**src/logic/serial_link_pkg.sv**
```systemverilog
// Purpose: Shared constants, types and helpers for the serial link supervisor.
// Assumes: 20 MHz mclk, byte-addressed Avalon-MM register window.
// Notes:   Register fields sit in byte lane 0, except the active settings in bits 12:0; upper bits read as zero.
package serial_link_pkg;

  ////////////////////////////////////////////////////////////////////////////
  // Clock and timing
  localparam int CLK_HZ        = 20_000_000;
  localparam int CLK_PERIOD_NS = 50;
  localparam int MS_NS         = 1_000_000;
  localparam int MS_CYCLES     = MS_NS / CLK_PERIOD_NS;
  localparam int COMM_LOSS_MS  = 2000;
  // About 3.5 character times of silence closes a frame
  localparam logic [5:0] FRAME_GAP_BITS = 6'h28;

  localparam int BPS_1200  = 1200;
  localparam int BPS_2400  = 2400;
  localparam int BPS_4800  = 4800;
  localparam int BPS_9600  = 9600;
  localparam int BPS_19200 = 19200;

  ////////////////////////////////////////////////////////////////////////////
  // Setting codes, ranges and reset values
  localparam logic [7:0] NODE_DEFAULT   = 8'h1f;
  localparam logic [7:0] NODE_MAX       = 8'h20;
  localparam logic [2:0] RATE_DEFAULT   = 3'h3;
  localparam logic [7:0] RATE_MAX       = 8'h04;
  localparam logic [1:0] PAR_NONE       = 2'h0;
  localparam logic [1:0] PAR_EVEN       = 2'h1;
  localparam logic [1:0] PAR_ODD        = 2'h2;
  localparam logic [7:0] PARITY_MAX     = 8'h02;
  localparam logic [1:0] ACT_RAMP       = 2'h0;
  localparam logic [1:0] ACT_COAST      = 2'h1;
  localparam logic [1:0] ACT_FAST       = 2'h2;
  localparam logic [1:0] ACT_ALARM      = 2'h3;
  localparam logic [7:0] ACTION_MAX     = 8'h03;
  localparam logic       DETECT_DEFAULT = 1'b1;
  localparam logic [7:0] BOOL_MAX       = 8'h01;
  localparam logic [6:0] DELAY_DEFAULT  = 7'h05;
  localparam logic [7:0] DELAY_MIN      = 8'h05;
  localparam logic [7:0] DELAY_MAX      = 8'h41;
  localparam logic       RTS_ALWAYS     = 1'b0;
  localparam logic       RTS_DEFAULT    = 1'b1;

  ////////////////////////////////////////////////////////////////////////////
  // Register byte offsets
  localparam logic [5:0] OFF_NODE    = 6'h00;
  localparam logic [5:0] OFF_RATE    = 6'h04;
  localparam logic [5:0] OFF_PARITY  = 6'h08;
  localparam logic [5:0] OFF_ACTION  = 6'h0c;
  localparam logic [5:0] OFF_DETECT  = 6'h10;
  localparam logic [5:0] OFF_DELAY   = 6'h14;
  localparam logic [5:0] OFF_RTS     = 6'h18;
  localparam logic [5:0] OFF_CONTROL = 6'h1c;
  localparam logic [5:0] OFF_STATUS  = 6'h20;
  localparam logic [5:0] OFF_RX_DATA = 6'h24;
  localparam logic [5:0] OFF_TX_DATA = 6'h28;
  localparam logic [5:0] OFF_ACTIVE  = 6'h2c;

  localparam int CTRL_RESTART_BIT = 0;
  localparam int CTRL_CLEAR_BIT   = 1;

  ////////////////////////////////////////////////////////////////////////////
  // Types
  typedef struct packed {
    logic [7:0] node;
    logic [2:0] rate;
    logic [1:0] parity;
  } link_cfg_t;

  typedef struct packed {
    logic in_frame;
    logic comm_fault;
    logic tx_busy;
    logic tx_ready;
    logic rx_parity_err;
    logic rx_overrun;
    logic rx_valid;
  } status_t;

  typedef enum logic [2:0] {CH_IDLE, CH_START, CH_DATA, CH_PARITY, CH_STOP} char_state_t;

  ////////////////////////////////////////////////////////////////////////////
  function automatic logic [14:0] bps_cycles(input int bps);
    return 15'((CLK_HZ + bps / 2) / bps);
  endfunction

  // Rounded clocks per bit for a rate code
  function automatic logic [14:0] bit_period_cycles(input logic [2:0] code);
    logic [14:0] p;
    case (code)
      3'h0:    p = bps_cycles(BPS_1200);
      3'h1:    p = bps_cycles(BPS_2400);
      3'h2:    p = bps_cycles(BPS_4800);
      3'h4:    p = bps_cycles(BPS_19200);
      default: p = bps_cycles(BPS_9600);
    endcase
    return p;
  endfunction

endpackage

```
**src/logic/serial_link_config_supervisor.sv**
```systemverilog
// Purpose: Settings registers, frame filter, reply pacing, request-to-send and
//          loss-of-communication supervision for a two-pair serial port.
// Assumes: Avalon-MM slave with waitrequest, byte addresses, lane 0 carries written fields.
// Notes:   Link settings take effect only through a restart command.
//
// The implementer's own choices: the Avalon-MM slave port and the register offsets.
`timescale 1ns/100ps
module serial_link_config_supervisor #(
  parameter int MS_TICK_CYCLES = serial_link_pkg::MS_CYCLES,    // Clocks per millisecond
  parameter int LOSS_LIMIT_MS  = serial_link_pkg::COMM_LOSS_MS  // Silence before fault
) (
  input  wire logic        mclk,            // 20 MHz system clock
  input  wire logic        sys_rst,         // Synchronous reset, high
  input  wire logic [5:0]  avs_address,     // Byte address
  input  wire logic        avs_read,        // Read request
  input  wire logic        avs_write,       // Write request
  input  wire logic [3:0]  avs_byteenable,  // Byte lanes
  input  wire logic [31:0] avs_writedata,   // Write data
  output logic [31:0]      avs_readdata,    // Read data
  output logic             avs_waitrequest, // Stall
  input  wire logic        rxd,             // Receive pin
  output logic             txd,             // Transmit pin
  output logic             rts,             // Request-to-send pin
  output logic             comm_fault,      // Communication loss fault
  output logic [1:0]       stop_action,     // Selected stopping method
  output logic             stop_request     // Fault asks the drive to stop
);
  import serial_link_pkg::*;

  localparam logic [15:0] MS_LAST   = 16'(MS_TICK_CYCLES - 1);
  localparam logic [15:0] LOSS_LIM  = 16'(LOSS_LIMIT_MS);

  ////////////////////////////////////////////////////////////////////////////
  // Declarations
  logic        rxd_meta;
  logic        rxd_sync;
  logic [7:0]  node_set;
  logic [2:0]  rate_set;
  logic [1:0]  parity_set;
  logic [1:0]  action_set;
  logic        detect_en;
  logic [6:0]  delay_set;
  logic        rts_mode;
  link_cfg_t   active;
  logic [15:0] ms_cnt;
  logic        ms_tick;
  logic [5:0]  gap_cnt;
  logic        in_frame;
  logic        frame_match;
  logic        frame_end_ok;
  logic [7:0]  rx_data;
  logic        rx_valid;
  logic        rx_overrun;
  logic        rx_perr;
  logic [7:0]  tx_data;
  logic        tx_pending;
  logic        tx_start;
  logic [6:0]  delay_left;
  logic [15:0] silence_ms;
  status_t     status;
  wire logic        tx_busy;
  wire logic        bit_tick;
  wire logic        rx_strobe;
  wire logic [7:0]  rx_byte;
  wire logic        rx_parity_err;

  ////////////////////////////////////////////////////////////////////////////
  // Bus decode
  wire logic       bus_req   = avs_read | avs_write;
  wire logic       bus_take  = bus_req & ~avs_waitrequest;
  wire logic       wr_en     = bus_take & avs_write & avs_byteenable[0];
  wire logic       rd_take   = bus_take & avs_read;
  wire logic [7:0] wd        = avs_writedata[7:0];
  wire logic       next_wait = ~(bus_req & avs_waitrequest);

  wire logic sel_node    = (avs_address == OFF_NODE);
  wire logic sel_rate    = (avs_address == OFF_RATE);
  wire logic sel_parity  = (avs_address == OFF_PARITY);
  wire logic sel_action  = (avs_address == OFF_ACTION);
  wire logic sel_detect  = (avs_address == OFF_DETECT);
  wire logic sel_delay   = (avs_address == OFF_DELAY);
  wire logic sel_rts     = (avs_address == OFF_RTS);
  wire logic sel_control = (avs_address == OFF_CONTROL);
  wire logic sel_status  = (avs_address == OFF_STATUS);
  wire logic sel_rx      = (avs_address == OFF_RX_DATA);
  wire logic sel_tx      = (avs_address == OFF_TX_DATA);
  wire logic sel_active  = (avs_address == OFF_ACTIVE);

  // Out-of-range setting values are ignored so a setting never leaves its range
  wire logic wr_node    = wr_en & sel_node   & (wd <= NODE_MAX);
  wire logic wr_rate    = wr_en & sel_rate   & (wd <= RATE_MAX);
  wire logic wr_parity  = wr_en & sel_parity & (wd <= PARITY_MAX);
  wire logic wr_action  = wr_en & sel_action & (wd <= ACTION_MAX);
  wire logic wr_detect  = wr_en & sel_detect & (wd <= BOOL_MAX);
  wire logic wr_delay   = wr_en & sel_delay  & (wd >= DELAY_MIN) & (wd <= DELAY_MAX);
  wire logic wr_rts     = wr_en & sel_rts    & (wd <= BOOL_MAX);
  wire logic restart    = wr_en & sel_control & wd[CTRL_RESTART_BIT];
  wire logic fault_clr  = wr_en & sel_control & wd[CTRL_CLEAR_BIT];
  wire logic wr_tx      = wr_en & sel_tx & ~tx_pending;
  wire logic rd_rx      = rd_take & sel_rx;

  assign status = '{in_frame: in_frame, comm_fault: comm_fault, tx_busy: tx_busy,
                    tx_ready: ~tx_pending, rx_parity_err: rx_perr,
                    rx_overrun: rx_overrun, rx_valid: rx_valid};

  wire logic [31:0] rd_mux =
    sel_node   ? 32'(node_set)   :
    sel_rate   ? 32'(rate_set)   :
    sel_parity ? 32'(parity_set) :
    sel_action ? 32'(action_set) :
    sel_detect ? 32'(detect_en)  :
    sel_delay  ? 32'(delay_set)  :
    sel_rts    ? 32'(rts_mode)   :
    sel_status ? 32'(status)     :
    sel_rx     ? 32'(rx_data)    :
    sel_tx     ? 32'(tx_data)    :
    sel_active ? 32'(active)     : '0;

  ////////////////////////////////////////////////////////////////////////////
  // Bus answer: one stall cycle, then data stands with waitrequest low
  always_ff @(posedge mclk) begin
    if (sys_rst) begin
      avs_waitrequest <= 1'b1;
      avs_readdata    <= '0;
    end else begin
      avs_waitrequest <= next_wait;
      if (bus_req && avs_waitrequest) avs_readdata <= rd_mux;
    end
  end

  ////////////////////////////////////////////////////////////////////////////
  // Setting registers
  always_ff @(posedge mclk) begin
    if (sys_rst) begin
      node_set   <= NODE_DEFAULT;
      rate_set   <= RATE_DEFAULT;
      parity_set <= PAR_NONE;
      action_set <= ACT_ALARM;
      detect_en  <= DETECT_DEFAULT;
      delay_set  <= DELAY_DEFAULT;
      rts_mode   <= RTS_DEFAULT;
    end else begin
      if (wr_node)   node_set   <= wd;
      if (wr_rate)   rate_set   <= wd[2:0];
      if (wr_parity) parity_set <= wd[1:0];
      if (wr_action) action_set <= wd[1:0];
      if (wr_detect) detect_en  <= wd[0];
      if (wr_delay)  delay_set  <= wd[6:0];
      if (wr_rts)    rts_mode   <= wd[0];
    end
  end

  // Stored link settings reach the link only on restart, like a power cycle
  always_ff @(posedge mclk) begin
    if (sys_rst) begin
      active <= '{node: NODE_DEFAULT, rate: RATE_DEFAULT, parity: PAR_NONE};
    end else if (restart) begin
      active <= '{node: node_set, rate: rate_set, parity: parity_set};
    end
  end

  ////////////////////////////////////////////////////////////////////////////
  // Pin synchroniser and character engine
  always_ff @(posedge mclk) begin
    if (sys_rst) begin
      rxd_meta <= 1'b1;
      rxd_sync <= 1'b1;
    end else begin
      rxd_meta <= rxd;
      rxd_sync <= rxd_meta;
    end
  end

  uart_char_engine u_engine (
    .mclk          (mclk),
    .sys_rst       (sys_rst),
    .rxd_sync      (rxd_sync),
    .cfg           (active),
    .tx_start      (tx_start),
    .tx_byte       (tx_data),
    .txd           (txd),
    .tx_busy       (tx_busy),
    .bit_tick      (bit_tick),
    .rx_strobe     (rx_strobe),
    .rx_byte       (rx_byte),
    .rx_parity_err (rx_parity_err)
  );

  ////////////////////////////////////////////////////////////////////////////
  // Frame tracking: first byte of a frame is the station address
  wire logic first_byte  = rx_strobe & ~in_frame;
  wire logic byte_for_us = rx_strobe & (in_frame ? frame_match : (rx_byte == active.node));
  wire logic gap_done    = in_frame & bit_tick & (gap_cnt == FRAME_GAP_BITS - 6'h1);

  always_ff @(posedge mclk) begin
    if (sys_rst) begin
      in_frame     <= 1'b0;
      frame_match  <= 1'b0;
      gap_cnt      <= '0;
      frame_end_ok <= 1'b0;
    end else begin
      frame_end_ok <= gap_done & frame_match;
      if (rx_strobe) begin
        in_frame <= 1'b1;
        gap_cnt  <= '0;
        if (first_byte) frame_match <= (rx_byte == active.node);
      end else if (gap_done) begin
        in_frame <= 1'b0;
      end else if (in_frame && bit_tick) begin
        gap_cnt <= gap_cnt + 6'h1;
      end
    end
  end

  // Receive holding register; arrival wins over a same-cycle read
  always_ff @(posedge mclk) begin
    if (sys_rst) begin
      rx_data    <= '0;
      rx_valid   <= 1'b0;
      rx_overrun <= 1'b0;
      rx_perr    <= 1'b0;
    end else if (byte_for_us) begin
      rx_data    <= rx_byte;
      rx_valid   <= 1'b1;
      rx_perr    <= rx_parity_err;
      rx_overrun <= rx_overrun | (rx_valid & ~rd_rx);
    end else if (rd_rx) begin
      rx_valid   <= 1'b0;
      rx_overrun <= 1'b0;
      rx_perr    <= 1'b0;
    end
  end

  ////////////////////////////////////////////////////////////////////////////
  // Millisecond enable, restarted at frame end so the reply delay is exact
  always_ff @(posedge mclk) begin
    if (sys_rst || frame_end_ok || ms_cnt == MS_LAST) begin
      ms_cnt  <= '0;
      ms_tick <= ~sys_rst & ~frame_end_ok;
    end else begin
      ms_cnt  <= ms_cnt + 16'h1;
      ms_tick <= 1'b0;
    end
  end

  // Reply pacing: a queued byte leaves only once the delay has run out
  wire logic launch = tx_pending & ~tx_busy & ~tx_start & (delay_left == '0);

  always_ff @(posedge mclk) begin
    if (sys_rst) begin
      delay_left <= '0;
      tx_data    <= '0;
      tx_pending <= 1'b0;
      tx_start   <= 1'b0;
    end else begin
      tx_start <= launch;
      if (frame_end_ok) delay_left <= delay_set;
      else if (ms_tick && delay_left != '0) delay_left <= delay_left - 7'h1;
      if (wr_tx) begin
        tx_data    <= wd;
        tx_pending <= 1'b1;
      end else if (launch) begin
        tx_pending <= 1'b0;
      end
    end
  end

  // Held high in mode 0; otherwise only around a character in flight
  always_ff @(posedge mclk) begin
    if (sys_rst) rts <= 1'b1;
    else rts <= (rts_mode == RTS_ALWAYS) | tx_start | tx_busy;
  end

  ////////////////////////////////////////////////////////////////////////////
  // Loss of communication: silence counted in whole milliseconds
  wire logic loss_seen = detect_en & (silence_ms > LOSS_LIM);

  always_ff @(posedge mclk) begin
    if (sys_rst || frame_end_ok) silence_ms <= '0;
    else if (ms_tick && silence_ms <= LOSS_LIM) silence_ms <= silence_ms + 16'h1;
  end

  always_ff @(posedge mclk) begin
    if (sys_rst) begin
      comm_fault   <= 1'b0;
      stop_action  <= ACT_ALARM;
      stop_request <= 1'b0;
    end else begin
      comm_fault   <= loss_seen | (comm_fault & ~fault_clr);
      stop_action  <= action_set;
      stop_request <= comm_fault & (action_set != ACT_ALARM);
    end
  end

endmodule

```
**src/logic/uart_char_engine.sv**
```systemverilog
// Purpose: Character transmitter and receiver, 8 data bits, optional parity, 1 stop.
// Assumes: rxd_sync already passed two flip-flops.
// Notes:   Rate and parity are taken from cfg continuously.
`timescale 1ns/100ps
module uart_char_engine (
  input  wire logic                  mclk,          // System clock
  input  wire logic                  sys_rst,       // Synchronous reset, high
  input  wire logic                  rxd_sync,      // Synchronised receive line
  input  wire serial_link_pkg::link_cfg_t cfg,      // Active link settings
  input  wire logic                  tx_start,      // Pulse: send tx_byte
  input  wire logic [7:0]            tx_byte,       // Byte to send
  output logic                       txd,           // Transmit line
  output logic                       tx_busy,       // Character in flight
  output logic                       bit_tick,      // Pulse once per bit time
  output logic                       rx_strobe,     // Pulse: rx_byte valid
  output logic [7:0]                 rx_byte,       // Received byte
  output logic                       rx_parity_err  // Parity of rx_byte was wrong
);
  import serial_link_pkg::*;

  wire logic [14:0] period   = bit_period_cycles(cfg.rate);
  wire logic [14:0] last_cnt = period - 15'h1;
  wire logic [14:0] half_cnt = period >> 1;
  wire logic        par_on   = (cfg.parity != PAR_NONE);
  wire logic        par_odd  = (cfg.parity == PAR_ODD);

  logic [14:0] tick_cnt;
  char_state_t tx_state;
  logic [14:0] tx_cnt;
  logic [2:0]  tx_bits;
  logic [7:0]  tx_shift;
  logic        tx_par;
  char_state_t rx_state;
  logic [14:0] rx_cnt;
  logic [2:0]  rx_bits;
  logic [7:0]  rx_shift;

  wire logic tx_bit_end = (tx_cnt == last_cnt);
  wire logic rx_bit_end = (rx_cnt == last_cnt);

  ////////////////////////////////////////////////////////////////////////////
  // Free-running bit-time enable for gap timing
  always_ff @(posedge mclk) begin
    if (sys_rst || tick_cnt >= last_cnt) begin
      tick_cnt <= '0;
      bit_tick <= ~sys_rst;
    end else begin
      tick_cnt <= tick_cnt + 15'h1;
      bit_tick <= 1'b0;
    end
  end

  ////////////////////////////////////////////////////////////////////////////
  // Transmitter
  always_ff @(posedge mclk) begin
    if (sys_rst) begin
      tx_state <= CH_IDLE;
      txd      <= 1'b1;
      tx_busy  <= 1'b0;
      tx_cnt   <= '0;
      tx_bits  <= '0;
      tx_shift <= '0;
      tx_par   <= 1'b0;
    end else begin
      tx_cnt <= (tx_state == CH_IDLE || tx_bit_end) ? '0 : tx_cnt + 15'h1;
      case (tx_state)
        CH_IDLE: if (tx_start) begin
          tx_shift <= tx_byte;
          tx_par   <= ^tx_byte ^ par_odd;
          txd      <= 1'b0;
          tx_busy  <= 1'b1;
          tx_state <= CH_START;
        end
        CH_START: if (tx_bit_end) begin
          txd      <= tx_shift[0];
          tx_shift <= tx_shift >> 1;
          tx_bits  <= '0;
          tx_state <= CH_DATA;
        end
        CH_DATA: if (tx_bit_end) begin
          if (tx_bits == 3'h7) begin
            txd      <= par_on ? tx_par : 1'b1;
            tx_state <= par_on ? CH_PARITY : CH_STOP;
          end else begin
            txd      <= tx_shift[0];
            tx_shift <= tx_shift >> 1;
            tx_bits  <= tx_bits + 3'h1;
          end
        end
        CH_PARITY: if (tx_bit_end) begin
          txd      <= 1'b1;
          tx_state <= CH_STOP;
        end
        CH_STOP: if (tx_bit_end) begin
          tx_busy  <= 1'b0;
          tx_state <= CH_IDLE;
        end
        default: tx_state <= CH_IDLE;
      endcase
    end
  end

  ////////////////////////////////////////////////////////////////////////////
  // Receiver; bits sampled mid-cell, a low stop bit drops the byte
  always_ff @(posedge mclk) begin
    if (sys_rst) begin
      rx_state      <= CH_IDLE;
      rx_cnt        <= '0;
      rx_bits       <= '0;
      rx_shift      <= '0;
      rx_strobe     <= 1'b0;
      rx_byte       <= '0;
      rx_parity_err <= 1'b0;
    end else begin
      rx_strobe <= 1'b0;
      rx_cnt    <= (rx_state == CH_IDLE || rx_bit_end) ? '0 : rx_cnt + 15'h1;
      case (rx_state)
        CH_IDLE: if (!rxd_sync) rx_state <= CH_START;
        CH_START: if (rx_cnt == half_cnt) begin
          rx_cnt   <= '0;
          rx_bits  <= '0;
          rx_state <= rxd_sync ? CH_IDLE : CH_DATA;
        end
        CH_DATA: if (rx_bit_end) begin
          rx_shift <= {rxd_sync, rx_shift[7:1]};
          rx_bits  <= rx_bits + 3'h1;
          if (rx_bits == 3'h7) rx_state <= par_on ? CH_PARITY : CH_STOP;
        end
        CH_PARITY: if (rx_bit_end) begin
          rx_parity_err <= (rxd_sync != (^rx_shift ^ par_odd));
          rx_state      <= CH_STOP;
        end
        CH_STOP: if (rx_bit_end) begin
          rx_strobe <= rxd_sync;
          rx_byte   <= rx_shift;
          if (!par_on) rx_parity_err <= 1'b0;
          rx_state  <= CH_IDLE;
        end
        default: rx_state <= CH_IDLE;
      endcase
    end
  end

endmodule

```
**config.mk**
```make
export PLATFORM = sky130hd
export DESIGN_NAME = serial_link_config_supervisor
export DESIGN_NICKNAME = d
export VERILOG_FILES = /design/src/logic/serial_link_pkg.sv /design/src/logic/serial_link_config_supervisor.sv /design/src/logic/uart_char_engine.sv
export SDC_FILE = /design/constraint.sdc
export NUM_CORES = 1
export LEC_CHECK = 0
export ABC_AREA = 0
export ABC_CLOCK_PERIOD_IN_PS = 8900
export BUFFER_PORTS_ARGS = -buffer_cell sky130_fd_sc_hd__buf_2
export CAP_MARGIN = 0
export CORE_ASPECT_RATIO = 2
export CORE_MARGIN = 3
export CORE_UTILIZATION = 38
export DETAILED_ROUTE_END_ITERATION = 12
export GPL_ROUTABILITY_DRIVEN = 0
export PLACE_DENSITY_LB_ADDON = 0.15
export SLEW_MARGIN = 25
export SYNTH_ARGS = -nofsm -noshare
export SYNTH_HDL_FRONTEND = slang
export SYNTH_SLANG_ARGS = --single-unit
```
**constraint.sdc**
```tcl
create_clock -name mclk -period 8.9 [get_ports mclk]
set_input_delay 1.78 -clock mclk [delete_from_list [all_inputs] [get_ports mclk]]
set_output_delay 1.78 -clock mclk [all_outputs]
set_load 0.005 [all_outputs]
```
; ---- Word-level counts from Yosys, hierarchy flattened
; Cells that the tools add are included.
; Widths: inputs -> output; s select.
[op_classes]
reduce_logical = 44
add_sub_neg = 10
magnitude_cmp = 10
n_mux = 67
bitwise = 60
eq_ne = 47
[op_table]
columns = cell, n
row1 = $mux 13, 11
row2 = $pmux 15 s4, 1
row3 = $mux 3, 17
row4 = $add 15x1->15 const B, 3
row5 = $mux 15, 3
row6 = $and 1x1->1, 39
row7 = $add 16x1->16 const B, 2
row8 = $mux 8, 4
row9 = $eq 15x15->1, 2
row10 = $eq 6x6->1 const B, 5
row11 = $pmux 3 s5, 2
row12 = $eq 6x5->1 const B, 4
row13 = $pmux 8 s3, 1
row14 = $mux 1, 20
row15 = $ne 2x1->1 const B, 10
row16 = $reduce_bool 2->1, 9
row17 = $eq 16x15->1 const B, 1
row18 = $gt 16x11->1 const B, 1
row19 = $le 16x11->1 const B, 1
row20 = $le 8x2->1 const B, 2
row21 = $reduce_xor 8->1, 2
row22 = $eq 15x14->1, 1
row23 = $eq 3x2->1 const B, 5
row24 = $eq 3x3->1 const B, 5
row25 = other kinds (40), 87
[totals]
output_inout_bits = 39
input_bits = 47
ff_bits = 234

; ---- Longest topological paths before layout
; Gate-level depths: netlist of the first run.
[depth]
ltp_word = 12
mapped_depth = 16

; ---- Modules after synthesis
; A second synthesis of the first run with hierarchy kept.
[hier_totals]
cells_unflattened = 1294
area_unflattened_um2 = 11279.6
[by_module_without_submodules]
columns = mod, instances, seq_area_each_um2, cells_per_inst, area_each_um2
row1 = serial_link_config_supervisor, 1, 2562.5, 654, 5906.9
row2 = uart_char_engine, 1, 1741.7, 640, 5372.7

; ---- Least setup slack after synthesis of the first run
; No wires, ideal clock.
[synth_timing]
path_type = input -> register
start = in avs_address[1]
end = reg node_set[6]
cell_stages = 6
arrival_ps = 3563
setup_slack_ps = 5220
required_time_ps = 8783
path_buffers = 1
path_cell_list = nor3_1 -> nand2b_1 -> clkbuf_1 -> nor3_1 -> nand4b_1 -> and3_1
[synth_between]
elab_chain_len = 3
[synth_lines]
columns = element, line
row1 = start: declaration, serial_link_config_supervisor.sv:14  ; input wire logic [5:0] avs_address,
row2 = $logic_not 6->1, serial_link_config_supervisor.sv:76  ; wire logic sel_node = (avs_address == OFF_NODE);
row3 = $and 1x1->1 (2 in series), serial_link_config_supervisor.sv:90  ; wire logic wr_node = wr_en & sel_node & (wd <= NODE_MAX);
row4 = end signal: assignment, serial_link_config_supervisor.sv:143  ; if (wr_node) node_set <= wd;
row5 = end: declaration, serial_link_config_supervisor.sv:37  ; logic [7:0] node_set;
; Every way passes these cells.
; A chain may end at the register's enable or synchronous reset.

; ---- Final worst setup path of the first run
[layout_timing]
start = reg active[2] in the netlist's numbering
end = reg u_engine.bit_tick
[layout_between]
elab_chain_len = 5
word_cells_on_any_way = 8
classes_between = add/sub (1) / order compare (1) / eq/ne (3) / mux (1) / reduce/logical (2)
[layout_lines]
columns = element, line
row1 = start: declaration, serial_link_config_supervisor.sv:44  ; link_cfg_t active;
row2 = start signal: assignment, serial_link_config_supervisor.sv:156  ; active <= '{node: NODE_DEFAULT, rate: RATE_DEFAULT, parity: PAR_NONE};
row3 = start signal: assignment, serial_link_config_supervisor.sv:158  ; active <= '{node: node_set, rate: rate_set, parity: parity_set};
row4 = "$eq 3x3->1, or another cell as far along", serial_link_pkg.sv:91  ; case (code)
row5 = $pmux 15 s4 (*), serial_link_pkg.sv:91
row6 = $sub 15x1->15 (*), uart_char_engine.sv:22  ; wire logic [14:0] last_cnt = period - 15'h1;
row7 = $ge 15x15->1 (*), uart_char_engine.sv:44  ; if (sys_rst || tick_cnt >= last_cnt) begin
row8 = $logic_or 1x1->1 (*), uart_char_engine.sv:44
row9 = end signal: assignment, uart_char_engine.sv:46  ; bit_tick <= ~sys_rst;
row10 = end: declaration, uart_char_engine.sv:14  ; output logic bit_tick,
; Mark *: on every way between the ends. The rest lies on a longest branch, timed or not.

==> flow_metrics.py, run 1 <==
metrics = {
    "run_status": {
        "run_status": "finished, final reports clean",
    },
    "timing": {
        "clock.fmax_mhz": 217,
        "timing.slew.headroom": 0.294,
        "finalHoldViolations": 0,
        "finalSetupViolCount": 0,
        "setup_repair_after_global_routing_missed_its_margin": "false",
        "finalSetupTns_ns": 0,
        "maxSlewViolCount": 0,
        "layout_min_cycle_time_ns": 4.60,
        "fin_worst_skew_ns": 0.0131,
        "worstMarginPinSlew_ns": 1.04,
        "min_period_over_period": 0.517,
        "final_critical_path_setup_slack_ns": 4.30,
    },
    "setup_path": {
        "crit_slowest_cell": "sky130_fd_sc_hd__dfxtp_1",
        "critical-path-top-cell-by-count": "sky130_fd_sc_hd__o21ai_0",
        "worst_setup_ep_type": "register",
        "sum_of_buffers_and_inverters_on_the_critical_path": 0,
        "slowest_delay_ns": 0.82,
        "critical_path_cell_by_cell": "nor3b_2 -> ha_1 -> o21ai_0 -> a211o_1 -> ha_1 -> a211oi_1 -> o21ai_0 -> a2111oi_0 -> o21ai_0 -> a311o_1 -> and2_1",
        "worst_endpoint_data_arrival_time_ns": 5.01,
        "timing.critical_path.required_ns": 9.31,
        "crit_fanout": 21,
        "timing.critical_path.from_type": "register",
        "worst_path_dominant_cell_family": "compound AO/OA/AOI/OAI gates",
        "worst_setup_path_category": "register to register",
    },
    "clock_tree": {
        "clock_insertion_delay_worst_skew_ns": 0.52,
        "cts-root-to-sink-buffers": 3,
        "htreeDepth": 1,
        "clk_pin_slew_ns": 0.06,
        "cts.repair.resized": 0,
        "hold_fix_buffers_at_cts": 0,
        "clock_sink_count": 215,
        "cts_inserted_buffers": 22,
        "postCtsSetupRepairBufs": 0,
        "clk_root_buffer_cell": "sky130_fd_sc_hd__clkbuf_16",
        "cts_tree": "yes",
    },
    "cells_and_area": {
        "nets": 1323,
        "syn_to_final_growth_pct": 9.89,
        "final_core_utilization": 0.424,
        "final_layout_size_suffix_gt1_frac": 0.0877,
        "final_common_cell": "sky130_fd_sc_hd__dfxtp_1",
        "antenna_cells_inserted": 0,
        "stdcell_area_um2": 11700,
        "commonest_cells_after_routing_fill_and_taps_aside": "sky130_fd_sc_hd__dfxtp_1 (215), sky130_fd_sc_hd__nor2_1 (208), sky130_fd_sc_hd__nand2_1 (96)",
    },
    "synthesis": {
        "netlist_instances": 1251,
        "netlist_top_cells_area": "sky130_fd_sc_hd__dfxtp_1 (40%), sky130_fd_sc_hd__nor2_1 (7.3%), sky130_fd_sc_hd__xnor2_1 (4.8%)",
        "asyncSetResetFlopFracSynth": 0,
        "yosys_warnings": 0,
        "ys_seq_area_frac": 0.405,
        "synthDominantAreaCellType": "sky130_fd_sc_hd__dfxtp_1",
        "synth_enable_flop_cells": 0,
        "synth_ff_type": "sky130_fd_sc_hd__dfxtp_1",
        "synth_area_um2": 10600,
        "synth_area_per_cell_um2": 8.50,
        "yosysTopAreaCellShare": 0.405,
        "synth.distinct_cells": 73,
        "synth.ff_latch_count": 215,
    },
    "floorplan": {
        "die_x_um": 124,
        "io-pin-count": 86,
        "placeable_core_area_um2": 27500,
        "starting_utilization_of_the_core_area": 0.386,
        "fp.dieH_um": 243,
        "dieArea_um2": 30100,
        "placementRows": 86,
    },
    "global_route": {
        "grt_pass1_vias": 8434,
        "maximum_number_of_pins_on_one_net_before_global_route_repair": 75,
        "grtUsageMet3": 0.0192,
        "gr-max-usage-layer": "met2",
        "grt_overflow": 0,
        "grt.met1_usage": 0.179,
        "grt_use_met2": 0.358,
        "grt_util_all_layers": 0.182,
        "grt_first_pass_wirelength_mm": 44.8,
        "number_of_antenna_violations_at_the_first_check_in_global_routing": 0,
    },
    "power_and_ir_drop": {
        "ir_worst_vdd_mv": 0.126,
        "p_leak_nw": 4.48,
        "power_per_cell_area_nw_per_um2": 171,
    },
    "min_path": {
        "hold_path.class": "register to register",
    },
    "drt": {
        "ant_nets": 0,
        "routed_via_density": 5.27,
        "routed-via-count": 8523,
        "wl_mm": 27.8,
        "drt-wirelength-per-cell_um": 17.2,
        "first_iter_violations": 399,
        "detailed_routing_iteration_count_for_the_pre_antenna_repair_pass": 5,
        "remaining_drc_errors": 0,
    },
    "place": {
        "dp_hpwl_mm": 20.5,
        "placed_area_um2": 11000,
        "post-place-ws_ns": 4.08,
        "buffer_ports.inserted": 39,
    },
    "job": {
        "maxCapViolCount": 0,
    },
}
==> synth_stat cells (4+ instances only) <==
library cell / number
sky130_fd_sc_hd__nor2_1: 208
sky130_fd_sc_hd__and3_1: 20
sky130_fd_sc_hd__nor4b_1: 4
sky130_fd_sc_hd__clkbuf_1: 47
sky130_fd_sc_hd__a311oi_1: 4
sky130_fd_sc_hd__o211ai_1: 11
sky130_fd_sc_hd__a211oi_1: 9
sky130_fd_sc_hd__ha_1: 25
sky130_fd_sc_hd__nor4_1: 5
sky130_fd_sc_hd__nor3_1: 25
sky130_fd_sc_hd__nand4_1: 15
sky130_fd_sc_hd__xnor2_1: 58
sky130_fd_sc_hd__dfxtp_1: 215
sky130_fd_sc_hd__o32ai_1: 6
sky130_fd_sc_hd__buf_4: 22
sky130_fd_sc_hd__mux4_2: 5
sky130_fd_sc_hd__xor2_1: 47
sky130_fd_sc_hd__buf_1: 10
sky130_fd_sc_hd__nor2b_1: 4
sky130_fd_sc_hd__o21ai_0: 35
sky130_fd_sc_hd__or3_1: 9
sky130_fd_sc_hd__or2_2: 9
sky130_fd_sc_hd__o31ai_1: 7
sky130_fd_sc_hd__mux2i_1: 49
sky130_fd_sc_hd__and2_1: 13
sky130_fd_sc_hd__nand3b_1: 4
sky130_fd_sc_hd__nand2_1: 96
sky130_fd_sc_hd__a221o_1: 7
sky130_fd_sc_hd__inv_1: 38
sky130_fd_sc_hd__or4_1: 9
sky130_fd_sc_hd__a21oi_1: 58
sky130_fd_sc_hd__a211o_1: 13
sky130_fd_sc_hd__nor3b_1: 7
sky130_fd_sc_hd__a22oi_1: 19
sky130_fd_sc_hd__buf_2: 6
sky130_fd_sc_hd__nand3_1: 58
sky130_fd_sc_hd__nand2b_1: 15
==> cell families (layout without fill, tap and decap cells) <==
family	after synthesis	count (layout)	share of synthesized area
other cells	2	20	0.000707
flops	215	215	0.405
buf+inv	124	121	0.0530
mux	58	58	0.0610
compound gates	200	200	0.126
simple gates	521	521	0.237
xor+xnor	105	105	0.0865
fa+ha+maj	26	26	0.0305
==> worst paths after layout <==
kind | from | end | slack (ns) | depth (start not counted)
setup / recovery | active[2]$_SDFFE_PP1P_ | u_engine.bit_tick$_SDFF_PN0_ | 4.30 | 11
hold reg to reg | rxd_meta$_SDFF_PP1_ | rxd_sync$_SDFF_PP1_ | 0.41 | 1
hold / removal | rxd_meta$_SDFF_PP1_ | rxd_sync$_SDFF_PP1_ | 0.41 | 1
setup reg to reg | active[2]$_SDFFE_PP1P_ | u_engine.bit_tick$_SDFF_PN0_ | 4.30 | 11
==> flip-flops by register name, summed over array words and instances (netlist names), 2 cells and up <==
name	flops
action_set	2
active	13
avs_readdata	13
delay_left	7
delay_set	7
gap_cnt	6
ms_cnt	16
node_set	8
parity_set	2
rate_set	3
rx_data	8
silence_ms	16
stop_action	2
tx_data	8
u_engine.rx_bits	3
u_engine.rx_byte	8
u_engine.rx_cnt	15
u_engine.rx_shift	8
u_engine.rx_state	3
u_engine.tick_cnt	15
u_engine.tx_bits	3
u_engine.tx_cnt	15
u_engine.tx_shift	8
u_engine.tx_state	3
==> layer usage <==
| metal | up-vias | share of wire |
|---|---|---|
| met4 | 0 | 0.062 |
| met2 | 166 | 0.55 |
| met3 | 75 | 0.028 |
| li1 | 4319 | - |
| met1 | 3963 | 0.36 |
| met5 | - | 0 |
==> area by class of cell <==
class | count | area (um2)
fill | 2817 | 15900
multi-input combinational | 930 | 5840
sequential | 215 | 4300
clock buffer | 32 | 649
tap | 352 | 440
timing repair buffer | 44 | 235
inverter | 38 | 143
clock inverter | 7 | 67.6
==> through the flow <==
| stage | hold slack, ns | power [mW] | instances |
|---|---|---|---|
| after floorplan | 0.368 | 1.07 | 1269 |
| after global placement | 0.393 | 1.09 | 1579 |
| after detailed placement | 0.394 | 1.09 | 1579 |
| after CTS | 0.409 | 2.03 | 1618 |
| after global routing | 0.416 | 2.07 | 1618 |
| final | 0.408 | 2.00 | 1618 |
==> report_power, final <==
group / total, mW / leakage (nW) / internal (mW) / switching, mW
logic: 0.0846 / 2.40 / 0.0306 / 0.0540
registers: 0.987 / 1.74 / 0.975 / 0.0120
clock network: 0.924 / 0.344 / 0.536 / 0.388
total: 2.00 / 4.48 / 1.54 / 0.454
==> worst reg2reg max path: stages (launching register included) <==
cell	delay [ns]
sky130_fd_sc_hd__dfxtp_1	0.82
sky130_fd_sc_hd__nor3b_2	0.59
sky130_fd_sc_hd__ha_1	0.45
sky130_fd_sc_hd__o21ai_0	0.16
sky130_fd_sc_hd__a211o_1	0.35
sky130_fd_sc_hd__ha_1	0.21
sky130_fd_sc_hd__a211oi_1	0.17
sky130_fd_sc_hd__o21ai_0	0.13
sky130_fd_sc_hd__a2111oi_0	0.50
sky130_fd_sc_hd__o21ai_0	0.21
sky130_fd_sc_hd__a311o_1	0.64
sky130_fd_sc_hd__and2_1	0.28
Note: power is estimated with default switching activity, not from simulation.
==> run 2: changes to the inputs <==
--- a/config.mk
+++ b/config.mk
@@ -6,7 +6,7 @@
 export NUM_CORES = 1
 export LEC_CHECK = 0
 export ABC_AREA = 0
-export ABC_CLOCK_PERIOD_IN_PS = 8900
+export ABC_CLOCK_PERIOD_IN_PS = 4200
 export BUFFER_PORTS_ARGS = -buffer_cell sky130_fd_sc_hd__buf_2
 export CAP_MARGIN = 0
 export CORE_ASPECT_RATIO = 2
==> constraint.sdc (replaced) <==
create_clock -name mclk -period 4.2 [get_ports mclk]
set_input_delay 0.84 -clock mclk [delete_from_list [all_inputs] [get_ports mclk]]
set_output_delay 0.84 -clock mclk [all_outputs]
set_load 0.005 [all_outputs]
==> flow_metrics.py, run 2 (same netlist as run 1, synthesis figures left out) <==
metrics = {
    "run_status": {
        "run_status": "finished, final reports clean",
    },
    "setup_path": {
        "worst_endpoint_data_arrival_time_ns": 4.04,
        "critical-path-top-cell-by-count": "sky130_fd_sc_hd__o21ai_0",
        "timing.critical_path.from_type": "register",
        "crit_slowest_cell": "sky130_fd_sc_hd__a311o_1",
        "worst_path_dominant_cell_family": "compound AO/OA/AOI/OAI gates",
        "crit_fanout": 16,
        "setup.reg_to_reg.worst_slack_ns": 0.56,
        "sum_of_buffers_and_inverters_on_the_critical_path": 1,
        "r2r.worst_path.cells": 12,
        "critical_path_cell_by_cell": "or3b_2 -> inv_1 -> ha_1 -> o21ai_0 -> a211o_1 -> ha_1 -> a211oi_1 -> o21ai_0 -> a2111oi_0 -> o21ai_0 -> a311o_1 -> and2_1",
        "slowest_delay_ns": 0.61,
        "timing.critical_path.required_ns": 4.60,
        "timing.rr.end": "u_engine.bit_tick$_SDFF_PN0_",
        "worst_setup_ep_type": "register",
        "source_of_the_worst_register_to_register_timing_path": "active[4]$_SDFFE_PP0P_",
        "worst_setup_path_category": "register to register",
    },
    "cells_and_area": {
        "final_common_cell": "sky130_fd_sc_hd__dfxtp_1",
        "commonest_cells_after_routing_fill_and_taps_aside": "sky130_fd_sc_hd__dfxtp_1 (215), sky130_fd_sc_hd__nor2_1 (208), sky130_fd_sc_hd__nand2_1 (96)",
        "multiInputGateArea_um2": 5830,
        "fill_cells": 2806,
        "register_area_um2": 4300,
        "biggestRegsByFlops": "ms_cnt (16), silence_ms (16)",
        "final_layout_size_suffix_gt1_frac": 0.0896,
        "final_core_utilization": 0.423,
        "syn_to_final_growth_pct": 9.63,
        "antenna_cells_inserted": 0,
        "nets": 1335,
        "final_cell_count_no_fill": 1625,
    },
    "floorplan": {
        "starting_utilization_of_the_core_area": 0.386,
        "dieArea_um2": 30100,
        "io-pin-count": 86,
        "die_x_um": 124,
        "fp.dieH_um": 243,
        "placeable_core_area_um2": 27500,
        "placementRows": 86,
    },
    "global_route": {
        "grt_overflow": 0,
        "number_of_antenna_violations_at_the_first_check_in_global_routing": 0,
        "grt_util_all_layers": 0.180,
        "grt_first_pass_wirelength_mm": 44.7,
        "maximum_number_of_pins_on_one_net_before_global_route_repair": 58,
        "grt_pass1_vias": 8523,
    },
    "power_and_ir_drop": {
        "power_per_cell_area_nw_per_um2": 345,
        "total_power_mw": 4.02,
        "ir_worst_vdd_mv": 0.227,
        "p_leak_nw": 4.50,
    },
    "timing": {
        "worstMarginPinSlew_ns": 0.868,
        "layout_min_cycle_time_ns": 3.64,
        "finalHoldViolations": 0,
        "min_period_over_period": 0.867,
        "finalSetupViolCount": 0,
        "clock.fmax_mhz": 275,
        "hold-worst-slack_ns": 0.403,
        "finalSetupTns_ns": 0,
        "setup_repair_after_global_routing_missed_its_margin": "false",
        "maxSlewViolCount": 0,
        "fin_worst_skew_ns": 0.0141,
        "timing.slew.headroom": 0.417,
    },
    "clock_tree": {
        "cts-root-to-sink-buffers": 3,
        "clock_sink_count": 215,
        "cts.repair.resized": 0,
        "clock_insertion_delay_worst_skew_ns": 0.51,
        "clk_pin_slew_ns": 0.06,
        "postCtsSetupRepairBufs": 0,
        "hold_fix_buffers_at_cts": 0,
        "cts_inserted_buffers": 21,
        "htreeDepth": 1,
        "clk_root_buffer_cell": "sky130_fd_sc_hd__clkbuf_16",
        "cts_tree": "yes",
    },
    "drt": {
        "routed-via-count": 8673,
        "routed_via_density": 5.34,
        "remaining_drc_errors": 0,
        "first_iter_violations": 561,
        "drt-wirelength-per-cell_um": 17.1,
        "detailed_routing_iteration_count_for_the_pre_antenna_repair_pass": 5,
        "ant_nets": 0,
        "wl_mm": 27.9,
    },
    "min_path": {
        "min_to": "rxd_sync$_SDFF_PP1_",
        "hold_path.class": "register to register",
        "hold_path.startpoint": "rxd_meta$_SDFF_PP1_",
        "worst_hold_path.num_cells": 1,
    },
    "place": {
        "buffer_ports.inserted": 39,
        "dp_hpwl_mm": 20.5,
        "dp_cells": 1592,
    },
    "job": {
        "maxCapViolCount": 0,
    },
}
-- run 2: cell types whose count changed in the layout (fill, tap and decap cells not counted) --
| cell | before | now |
|---|---|---|
| sky130_fd_sc_hd__clkbuf_8 | 4 | 3 |
| sky130_fd_sc_hd__clkinvlp_4 | 3 | 0 |
| sky130_fd_sc_hd__nor4_1 | 4 | 5 |
| sky130_fd_sc_hd__nor3_1 | 24 | 25 |
| sky130_fd_sc_hd__buf_4 | 6 | 19 |
| sky130_fd_sc_hd__clkinv_2 | 3 | 2 |
| sky130_fd_sc_hd__nor4_2 | 1 | 0 |
| sky130_fd_sc_hd__clkbuf_1 | 5 | 7 |
| sky130_fd_sc_hd__bufinv_16 | 1 | 0 |
| sky130_fd_sc_hd__clkbuf_16 | 23 | 21 |
| sky130_fd_sc_hd__nor3_2 | 1 | 0 |
-- run 2: worst register-to-register path: stages, from the launching register on --
cell                        delay, ns
sky130_fd_sc_hd__dfxtp_1         0.33
sky130_fd_sc_hd__or3b_2          0.56
sky130_fd_sc_hd__inv_1           0.13
sky130_fd_sc_hd__ha_1            0.16
sky130_fd_sc_hd__o21ai_0         0.08
sky130_fd_sc_hd__a211o_1         0.34
sky130_fd_sc_hd__ha_1            0.21
sky130_fd_sc_hd__a211oi_1        0.15
sky130_fd_sc_hd__o21ai_0         0.12
sky130_fd_sc_hd__a2111oi_0       0.40
sky130_fd_sc_hd__o21ai_0         0.18
sky130_fd_sc_hd__a311o_1         0.61
sky130_fd_sc_hd__and2_1          0.27
-- run 2: stage by stage --
step / setup slack, ns / instance area [um2]
after floorplan: 0.555 / 10700
after global placement: 0.515 / 11000
after detailed placement: 0.501 / 11000
after CTS: 0.485 / 11700
after global routing: 0.197 / 11700
final: 0.557 / 11700
-- run 2: routing by layer --
| metal | track usage | wire length [um] |
|---|---|---|
| met5 | 0 | 0 |
| met4 | 0.0939 | 1400 |
| met3 | 0.0221 | 961 |
| met2 | 0.355 | 15400 |
| met1 | 0.178 | 10100 |
-- run 2: how the worst max path moves through the flow --
stage	startpoint	endpoint	slack (ns)	cells after the start
after floorplan	active[4]$_SDFFE_PP0P_	u_engine.tick_cnt[10]$_SDFF_PP0_	0.56	16
after global placement	active[2]$_SDFFE_PP1P_	u_engine.bit_tick$_SDFF_PN0_	0.51	12
after detailed placement	active[2]$_SDFFE_PP1P_	u_engine.bit_tick$_SDFF_PN0_	0.50	13
after CTS	active[4]$_SDFFE_PP0P_	u_engine.bit_tick$_SDFF_PN0_	0.48	13
after global routing	active[4]$_SDFFE_PP0P_	u_engine.bit_tick$_SDFF_PN0_	0.20	12
final	active[4]$_SDFFE_PP0P_	u_engine.bit_tick$_SDFF_PN0_	0.56	12
-- run 2: report_power, final --
group	internal [mW]	switching (mW)
sequential	2.07	0.0261
combinational	0.0670	0.116
clock	0.969	0.778
-- run 2: area by class of cell --
class | count | area share
clock buffer | 31 | 0.0509
clock inverter | 2 | 0.000859
inverter | 38 | 0.0122
multi-input combinational | 930 | 0.500
sequential | 215 | 0.369
tap | 352 | 0.0378
timing repair buffer | 57 | 0.0286
